## config.mk

```make
export PLATFORM = sky130hd
export DESIGN_NAME = p1g_port
export DESIGN_NICKNAME = d
export VERILOG_FILES = /design/src/hdl/p1g_pkg.sv /design/src/hdl/p1g_sync.sv /design/src/hdl/p1g_port.sv
export VERILOG_INCLUDE_DIRS = /design/src /design/src/hdl
export SDC_FILE = /design/constraint.sdc
export NUM_CORES = 1
export LEC_CHECK = 0
export ABC_AREA = 1
export BUFFER_PORTS_ARGS = -buffer_cell sky130_fd_sc_hd__clkbuf_2
export CORE_ASPECT_RATIO = 1.2
export CORE_UTILIZATION = 47
export CTS_BUF_LIST = sky130_fd_sc_hd__clkbuf_4 sky130_fd_sc_hd__clkbuf_8
export CTS_CLUSTER_SIZE = 28
export DETAILED_ROUTE_END_ITERATION = 8
export PLACE_DENSITY = 0.9
export SLEW_MARGIN = 20
export SYNTH_ARGS = -nofsm -noshare
export SYNTH_HDL_FRONTEND = slang
export SYNTH_SLANG_ARGS = --single-unit
```

## constraint.sdc

```tcl
create_clock -name clk_i -period 1.2 [get_ports clk_i]
set_input_delay 0.24 -clock clk_i [delete_from_list [all_inputs] [get_ports clk_i]]
set_output_delay 0.24 -clock clk_i [all_outputs]
set_load 0.01 [all_outputs]
```

## src/hdl/p1g_regs.svh

```systemverilog
// register offsets, field positions and reset values of the port 1 block
`ifndef P1G_REGS_SVH
`define P1G_REGS_SVH

// ------------------------------------------------------------
// register byte offsets
// ------------------------------------------------------------
`define P1G_OFS_DIR      8'h00
`define P1G_OFS_DATA     8'h04
`define P1G_OFS_PULL     8'h08
`define P1G_OFS_CFG      8'h0C
`define P1G_OFS_STAT     8'h10

// ------------------------------------------------------------
// reset values and field positions
// ------------------------------------------------------------
`define P1G_RST_BYTE     8'h00
`define P1G_RST_BIT      1'b0
`define P1G_CFG_EXP      2
`define P1G_CFG_OEA      3
`define P1G_CFG_OEB      4
`define P1G_CFG_PWM_LO   8
`define P1G_STAT_MODE_LO 0
`define P1G_STAT_PIN_LO  8
`define P1G_STAT_OE_LO   16
`define P1G_EXT_PINS     2

`endif

```

## src/hdl/p1g_pkg.sv

```systemverilog
// types shared by the port 1 block
package p1g_pkg;

  // operating mode as strapped at reset
  typedef enum logic [1:0] {
    P1G_MODE_NONE = 2'h0,
    P1G_MODE_1    = 2'h1,
    P1G_MODE_2    = 2'h2,
    P1G_MODE_3    = 2'h3
  } p1g_mode_t;

endpackage

```

## src/hdl/p1g_sync.sv

```systemverilog
// two-stage synchroniser for the external pin levels
`timescale 1ns/1ns
`default_nettype none

module p1g_sync #(
  parameter int WIDTH = 8
) (
  // clock and reset
  input  wire logic             clk_i,
  input  wire logic             rst_i,
  // asynchronous levels in, synchronous levels out
  input  wire logic [WIDTH-1:0] async_i,
  output logic      [WIDTH-1:0] sync_o
);

  logic [WIDTH-1:0] meta_q;

  // first stage is seen only by the second stage
  always_ff @(posedge clk_i) begin
    if (rst_i) begin
      meta_q <= '0;
      sync_o <= '0;
    end else begin
      meta_q <= async_i;
      sync_o <= meta_q;
    end
  end

endmodule // p1g_sync

`default_nettype wire

```

## src/hdl/p1g_port.sv

```systemverilog
// port 1 general I/O with address, pwm and extended pwm pin sharing, wishbone slave
//
// Register access over Wishbone and the address map were chosen for this implementation.
`timescale 1ns/1ns
`default_nettype none
`include "p1g_regs.svh"

module p1g_port #(
  parameter int PINS  = 8,
  parameter int ADR_W = 8
) (
  // clock and reset
  input  wire logic             clk_i,
  input  wire logic             rst_i,
  // wishbone classic slave
  input  wire logic             wb_cyc_i,
  input  wire logic             wb_stb_i,
  input  wire logic             wb_we_i,
  input  wire logic [ADR_W-1:0] wb_adr_i,
  input  wire logic [3:0]       wb_sel_i,
  input  wire logic [31:0]      wb_dat_i,
  output logic      [31:0]      wb_dat_o,
  output logic                  wb_ack_o,
  // operating mode strap, caught while reset is held
  input  wire logic [1:0]       mode_i,
  // alternate function sources
  input  wire logic [PINS-1:0]  addr_out_i,
  input  wire logic [PINS-1:0]  pwm_out_i,
  input  wire logic [1:0]       extended_pulse_width_output_i,
  // external pins
  input  wire logic [PINS-1:0]  pin_i,
  output logic      [PINS-1:0]  pin_o,
  output logic      [PINS-1:0]  pin_oe_o,
  output logic      [PINS-1:0]  pullup_en_o
);

  // ------------------------------------------------------------
  // register state
  // ------------------------------------------------------------
  logic [PINS-1:0]  port_direction_reg_q;
  logic [PINS-1:0]  port_output_latch_q;
  logic [PINS-1:0]  port_pullup_ctrl_q;
  logic [PINS-1:0]  pwm_channel_out_en_q;
  logic             external_expansion_enable_q;
  logic             ext_pulse_out_en_a_q;
  logic             ext_pulse_out_en_b_q;
  p1g_pkg::p1g_mode_t mode_q;

  // ------------------------------------------------------------
  // pin level synchroniser
  // ------------------------------------------------------------
  logic [PINS-1:0] pin_sync;

  p1g_sync #(
    .WIDTH (PINS)
  ) u_sync (
    .clk_i   (clk_i),
    .rst_i   (rst_i),
    .async_i (pin_i),
    .sync_o  (pin_sync)
  );

  // ------------------------------------------------------------
  // bus decode
  // ------------------------------------------------------------
  wire logic req      = wb_cyc_i & wb_stb_i & ~wb_ack_o;
  wire logic wr_lo    = req & wb_we_i & wb_sel_i[0];
  wire logic wr_hi    = req & wb_we_i & wb_sel_i[1];
  wire logic hit_dir  = (wb_adr_i == ADR_W'(`P1G_OFS_DIR));
  wire logic hit_data = (wb_adr_i == ADR_W'(`P1G_OFS_DATA));
  wire logic hit_pull = (wb_adr_i == ADR_W'(`P1G_OFS_PULL));
  wire logic hit_cfg  = (wb_adr_i == ADR_W'(`P1G_OFS_CFG));
  wire logic hit_stat = (wb_adr_i == ADR_W'(`P1G_OFS_STAT));

  // ------------------------------------------------------------
  // mode decode
  // ------------------------------------------------------------
  // an unstrapped mode code falls back to single-chip behaviour (modes 2/3)
  wire logic mode_one = (mode_q == p1g_pkg::P1G_MODE_1);
  wire logic [1:0] ext_en = {ext_pulse_out_en_b_q, ext_pulse_out_en_a_q};

  // ------------------------------------------------------------
  // per-pin function select
  // ------------------------------------------------------------
  logic [PINS-1:0] pin_d;
  logic [PINS-1:0] oe_d;
  logic [PINS-1:0] pull_d;
  logic [PINS-1:0] port_read;

  genvar n;
  generate
    for (n = 0; n < PINS; n++) begin : g_pin
      logic ext_sel;
      logic gen_out;
      // only the two low pins can carry the extended pwm outputs
      if (n < `P1G_EXT_PINS) begin : g_ext
        assign ext_sel = ~mode_one & ext_en[n];
      end else begin : g_noext
        assign ext_sel = 1'b0;
      end
      // address when expansion is on, else the output latch
      assign gen_out = external_expansion_enable_q ? addr_out_i[n]
                                                   : port_output_latch_q[n];
      // priority: mode 1, then extended pwm, then pwm enable, then address or latch
      assign pin_d[n] = mode_one ? addr_out_i[n] :
                        ext_sel  ? extended_pulse_width_output_i[n % 2] :
                        pwm_channel_out_en_q[n] ? pwm_out_i[n] :
                        gen_out;
      assign oe_d[n]  = mode_one | ext_sel | port_direction_reg_q[n];
      // pull-up only on a true input with its control bit set
      assign pull_d[n] = ~mode_one & ~ext_sel & ~port_direction_reg_q[n]
                         & port_pullup_ctrl_q[n];
      // outputs read back their latch, inputs read the sampled level
      assign port_read[n] = port_direction_reg_q[n] ? port_output_latch_q[n]
                                                    : pin_sync[n];
    end
  endgenerate

  // ------------------------------------------------------------
  // read data mux
  // ------------------------------------------------------------
  // direction reads as zero: the register is write-only
  wire logic [31:0] cfg_rd  = {16'h0000, 8'(pwm_channel_out_en_q), 3'h0,
                               ext_pulse_out_en_b_q, ext_pulse_out_en_a_q,
                               external_expansion_enable_q, 2'h0};
  wire logic [31:0] stat_rd = {8'h00, 8'(oe_d), 8'(pin_sync), 6'h00, mode_q};
  wire logic [31:0] rd_d    = hit_data ? {24'h000000, 8'(port_read)} :
                              hit_pull ? {24'h000000, 8'(port_pullup_ctrl_q)} :
                              hit_cfg  ? cfg_rd :
                              hit_stat ? stat_rd :
                              32'h00000000;

  // ------------------------------------------------------------
  // wishbone answer: ack one cycle after the strobe, read data with it
  // ------------------------------------------------------------
  always_ff @(posedge clk_i) begin
    if (rst_i) begin
      wb_ack_o <= 1'b0;
      wb_dat_o <= 32'h00000000;
    end else begin
      wb_ack_o <= req;
      wb_dat_o <= req ? rd_d : 32'h00000000;
    end
  end

  // ------------------------------------------------------------
  // mode strap, sampled every cycle while reset is held
  // ------------------------------------------------------------
  always_ff @(posedge clk_i) begin
    if (rst_i) begin
      mode_q <= p1g_pkg::p1g_mode_t'(mode_i);
    end
  end

  // ------------------------------------------------------------
  // direction, latch and pull-up registers
  // ------------------------------------------------------------
  always_ff @(posedge clk_i) begin
    if (rst_i) begin
      port_direction_reg_q <= PINS'(`P1G_RST_BYTE);
      port_output_latch_q  <= PINS'(`P1G_RST_BYTE);
      port_pullup_ctrl_q   <= PINS'(`P1G_RST_BYTE);
    end else begin
      if (wr_lo && hit_dir) begin
        port_direction_reg_q <= wb_dat_i[PINS-1:0];
      end
      if (wr_lo && hit_data) begin
        port_output_latch_q <= wb_dat_i[PINS-1:0];
      end
      if (wr_lo && hit_pull) begin
        port_pullup_ctrl_q <= wb_dat_i[PINS-1:0];
      end
    end
  end

  // ------------------------------------------------------------
  // alternate function enables
  // ------------------------------------------------------------
  // these bits mirror controls held by the pwm blocks in a full chip
  always_ff @(posedge clk_i) begin
    if (rst_i) begin
      external_expansion_enable_q <= `P1G_RST_BIT;
      ext_pulse_out_en_a_q        <= `P1G_RST_BIT;
      ext_pulse_out_en_b_q        <= `P1G_RST_BIT;
      pwm_channel_out_en_q        <= PINS'(`P1G_RST_BYTE);
    end else begin
      if (wr_lo && hit_cfg) begin
        external_expansion_enable_q <= wb_dat_i[`P1G_CFG_EXP];
        ext_pulse_out_en_a_q        <= wb_dat_i[`P1G_CFG_OEA];
        ext_pulse_out_en_b_q        <= wb_dat_i[`P1G_CFG_OEB];
      end
      if (wr_hi && hit_cfg) begin
        pwm_channel_out_en_q <= wb_dat_i[`P1G_CFG_PWM_LO +: PINS];
      end
    end
  end

  // ------------------------------------------------------------
  // registered pin drive
  // ------------------------------------------------------------
  // one cycle of lag on the pins buys glitch-free flop outputs
  always_ff @(posedge clk_i) begin
    if (rst_i) begin
      pin_o       <= PINS'(`P1G_RST_BYTE);
      pin_oe_o    <= PINS'(`P1G_RST_BYTE);
      pullup_en_o <= PINS'(`P1G_RST_BYTE);
    end else begin
      pin_o       <= pin_d;
      pin_oe_o    <= oe_d;
      pullup_en_o <= pull_d;
    end
  end

endmodule // p1g_port

`default_nettype wire

```

# == Word-level counts from Yosys, hierarchy flattened ==
# Index checks and enable logic that the tools add are counted.
# word_totals
in_bits,77
wordCells,120
register_bits,110
# classes
n_mux,38
eq_ne,5
bitwise,49
reduce_logical,10
# op_table
operator,count
1-bit two-way mux,34
16-bit two-way mux,2
1-bit AND,25
"8-bit by 4-bit == test with 1-bit output, second input constant",2
8-bit two-way mux,2
1-bit NOT,14
1-bit OR,10
"8-bit by 3-bit == test with 1-bit output, second input constant",1
"8-bit by 5-bit == test with 1-bit output, second input constant",1
8-bit logical NOT,1
6-bit OR reduction,1
1-bit logical AND,5
5-bit OR reduction,1
4-bit OR reduction,1
"2-bit by 1-bit == test with 1-bit output, second input constant",1
2-bit OR reduction,1

# == Depth between registers and ports, before layout ==
# depth
word_depth,7
mapped_depth,8

# == Cells and area by module ==
# From an unflattened synthesis, not the netlist that was laid out.
# unflattened
hier_cells,552
hier_area_um2,4200.3
# by_module_without_submodules
mod,cells_each,area_per_inst_um2,instances
p1g_port,502,3726.1,1
p1g_sync,50,474.2,1

# == Worst setup path before layout ==
# No wires, ideal clock.
# synth_path
path_type,reg-to-reg
startpoint,reg wb_ack_o
endpoint,reg pwm_channel_out_en_q[5]
setup_ns,0.132
path_buffers,0
synth_period_minus_slack_ns,1.265
arrival_time_ns,1.132
slack_ns,-0.065
path_stages_with_launch,7
path_cell_list,dfxtp_1 > inv_1 > nand4_2 > nor2_2 > nand2_1 > nand2_1 > a21oi_1
# synth_via
elab_chain_len,5
# synth_lines
item,line,rtl
from (decl),p1g_port.sv:23,"output logic wb_ack_o,"
from (signal assigned),p1g_port.sv:141,wb_ack_o <= req;
1-bit NOT,p1g_port.sv:66,wire logic req = wb_cyc_i & wb_stb_i & ~wb_ack_o;
1-bit AND,p1g_port.sv:66,
1-bit AND (2 in a row),p1g_port.sv:68,wire logic wr_hi = req & wb_we_i & wb_sel_i[1];
1-bit logical AND,p1g_port.sv:192,if (wr_hi && hit_cfg) begin
to (signal assigned),p1g_port.sv:185,pwm_channel_out_en_q <= PINS'(`P1G_RST_BYTE);
to (signal assigned),p1g_port.sv:193,pwm_channel_out_en_q <= wb_dat_i[`P1G_CFG_PWM_LO +: PINS];
to (decl),p1g_port.sv:43,logic [PINS-1:0] pwm_channel_out_en_q;
# Every way passes these cells.
# A chain may end at the register's enable or synchronous reset.

# == Worst setup path after layout ==
# layout_path
startpoint,reg wb_ack_o
endpoint,reg port_direction_reg_q[7]
# layout_via
elab_chain_len,5
# layout_lines
item,line,rtl
1-bit NOT,p1g_port.sv:66,
1-bit AND,p1g_port.sv:66,
1-bit AND (2 in a row),p1g_port.sv:67,wire logic wr_lo = req & wb_we_i & wb_sel_i[0];
1-bit logical AND,p1g_port.sv:164,if (wr_lo && hit_dir) begin
to (signal assigned),p1g_port.sv:160,port_direction_reg_q <= PINS'(`P1G_RST_BYTE);
to (signal assigned),p1g_port.sv:165,port_direction_reg_q <= wb_dat_i[PINS-1:0];
to (decl),p1g_port.sv:40,logic [PINS-1:0] port_direction_reg_q;
# Every way passes these cells.

==> results.yml <==
floorplanning:
  ioPinCount: 134
  die_h_um: 105
  die_w_um: 87.8
  core_mm2: 0.00856
  initial_utilization: 0.484
  rows: 37
  dieArea_mm2: 0.00921
global_route:
  grt_pass1_wl_um: 19000
  grt_antenna_before_repair: 0
  first_global_vias: 4135
  grt_max_degree: 40
  gr-total-overflow: 0
  grt_usage: 0.268
outcome:
  status: "finished with violations"
  failed_checks: "setup timing"
routing:
  dr.pass1.iters: 5
  drc: 0
  antenna_violating_nets_post_route: 0
  vias: 4186
  wl_per_cell_um: 15.1
  drt-total-wl_um: 12200
  drt_iter0_markers: 444
  vias_per_cell: 5.20
yosys:
  async_flop_share: 0
  yosysUniqueCellTypes: 27
  syn_inst: 555
  ys_seq_elements: 102
  yosys_warnings: 0
  synth_edf_count: 2
  syn-mean-instance-area_um2: 7.47
  seq_area_frac_synth: 0.497
  synth_ff_type: "dfxtp_1"
  netlist_area_mm2: 0.00415
sta:
  finalSetupViolCount: 9
  fin_tns_setup_ns: -0.155
  fmax_ghz: 0.809
  hold_violations: 0
  fin_crit_ns: 1.24
  fin_crit_sh: 1.03
  fin_ws_ns: -0.0364
  rsz0062_at_grt: "true"
  finClkSkew_ns: 0.0136
  slew_viol_final: 0
finish:
  layout_commonest_cell: "nand2_1"
  nFillCells: 673
  syn_to_final_growth_pct: 27.1
  mostFrequentLayoutCells: "nand2_1 (108), clkbuf_2 (107), dfxtp_1 (99), nor2_1 (87), inv_1 (61)"
  nets: 760
  drive_above_1_share: 0.288
  antenna_cells: 0
power_and_ir_drop:
  total_power_mw: 6.09
  power_leakage_nw: 2.45
  ir_drop_uv: 509
  power.density_mw_per_mm2: 1160
clock_network:
  clk_latency_ns: 0.38
  cts_buffer_depth: 2
  cts_tree: "built"
  cts_hold_buf: 0
  cts_root_buf: "clkbuf_8"
  cts.sinks: 102
  numCtsBuffers: 9
  cts.clk_slew.worst_paths_ns: 0.10
  h-tree-depth: 3
placement:
  routabilityCongestion: 0.941
  io_buffers: 107
  dp_hpwl_um: 8450
critical_path:
  worst_setup_path_start_kind: "register"
  cp_max_fo: 9
  crit_path_end_kind: "register"
  startpoint: "wb_ack_o"
  arrival_ns: 1.52
  critPathKind: "reg -> reg"
  reg2reg_from: "wb_ack_o"
  required_ns: 1.48
worst_hold_path:
  min-delay-path-class: "in -> reg"
  hp-start: "mode_i[0]"
job:
  drv_cap: 0
sequential cells by signal, indices dropped and copies added (netlist names):
name	flops
pin_oe_o	8
port_direction_reg_q	8
external_expansion_enable_q	1
wb_dat_o	24
port_pullup_ctrl_q	8
ext_pulse_out_en_a_q	1
port_output_latch_q	8
u_sync.meta_q	8
pwm_channel_out_en_q	8
u_sync.sync_o	8
pullup_en_o	8
pin_o	8
mode_q	2
wb_ack_o	1
ext_pulse_out_en_b_q	1
stage by stage:
| stage | cell area [um^2] | std cells | setup slack [ns] | hold WS (ns) | utilization |
|---|---|---|---|---|---|
| after floorplan | 4170 | 562 | -0.0275 | 0.339 | - |
| after global placement | 4930 | 786 | -0.102 | 0.399 | 0.576 |
| after detailed placement | 4930 | 786 | -0.176 | 0.399 | 0.576 |
| after CTS | 5240 | 807 | -0.0633 | 0.0247 | 0.612 |
| after global routing | 5270 | 805 | -0.118 | 0.0305 | 0.616 |
| final | 5270 | 805 | -0.0364 | 0.0389 | 0.616 |
Yosys cell counts, types with 2 or more instances:
cell	number	area share
nand2_1	110	0.10
dfxtp_1	100	0.48
nor2_1	93	0.084
inv_1	64	0.058
nand3_1	50	0.060
a21oi_1	47	0.057
o21ai_0	23	0.028
buf_4	10	0.018
nor2_2	9	0.014
clkbuf_1	7	0.0063
buf_2	5	0.0060
nor2_4	5	0.014
buf_6	4	0.011
mux2i_1	4	0.0097
inv_2	3	0.0027
nand2_2	3	0.0045
nand3b_1	3	0.0054
nand4_1	3	0.0045
edfxtp_1	2	0.014
nand2_4	2	0.0054
nor3_1	2	0.0024
cell type report:
cell class	count	area (um^2)	area share
repair buffers	137	833	0.158
inverters	67	256	0.0486
multi-input cells	366	1790	0.339
clock inverters	7	62.6	0.0119
clock buffers	9	124	0.0235
flip-flops and latches	102	2060	0.391
well taps	117	146	0.0278
layer usage:
| metal | GRT usage | routed length, um |
|---|---|---|
| met5 | 0 | 0 |
| met3 | 0.0545 | 831 |
| met1 | 0.302 | 4550 |
| met4 | 0.186 | 746 |
| met2 | 0.444 | 6060 |
cells by family after synthesis:
kind of cell,synth area share
simple gates,0.302
flops,0.497
compound gates,0.0878
buf+inv,0.103
other cells,0.000904
mux,0.00965
worst max-delay path, stage by stage, from the launching register on:
cell and delay (ns):
dfxtp_2 0.35, inv_4 0.07, nand4_4 0.12, nor2_4 0.20, buf_6 0.18, nand3_1 0.11
nand2_1 0.08, nor2_1 0.05
repair_timing:
item                                   in CTS  in global routing
setup buffers                               3                  1
resized for setup                          14                 25
cloned                                      2                  0
pin swaps                                   3                 12
setup endpoints to repair                  34                 60
endpoints found under the hold margin       0                  0
report_power, final:
part	internal, mW	leakage, nW	switching, mW
combinational	0.206	1.53	0.340
sequential	3.46	0.831	0.0247
clock	0.797	0.0863	1.27
path summary, 6_finish.rpt:
check,to,slack (ns),depth (start not counted)
min,mode_q[0],0.04,1
min reg2reg,u_sync.sync_o[5],0.41,2
max reg2reg,port_direction_reg_q[7],-0.04,7
max,port_direction_reg_q[7],-0.04,7
Power figures use the tool's default switching activity.
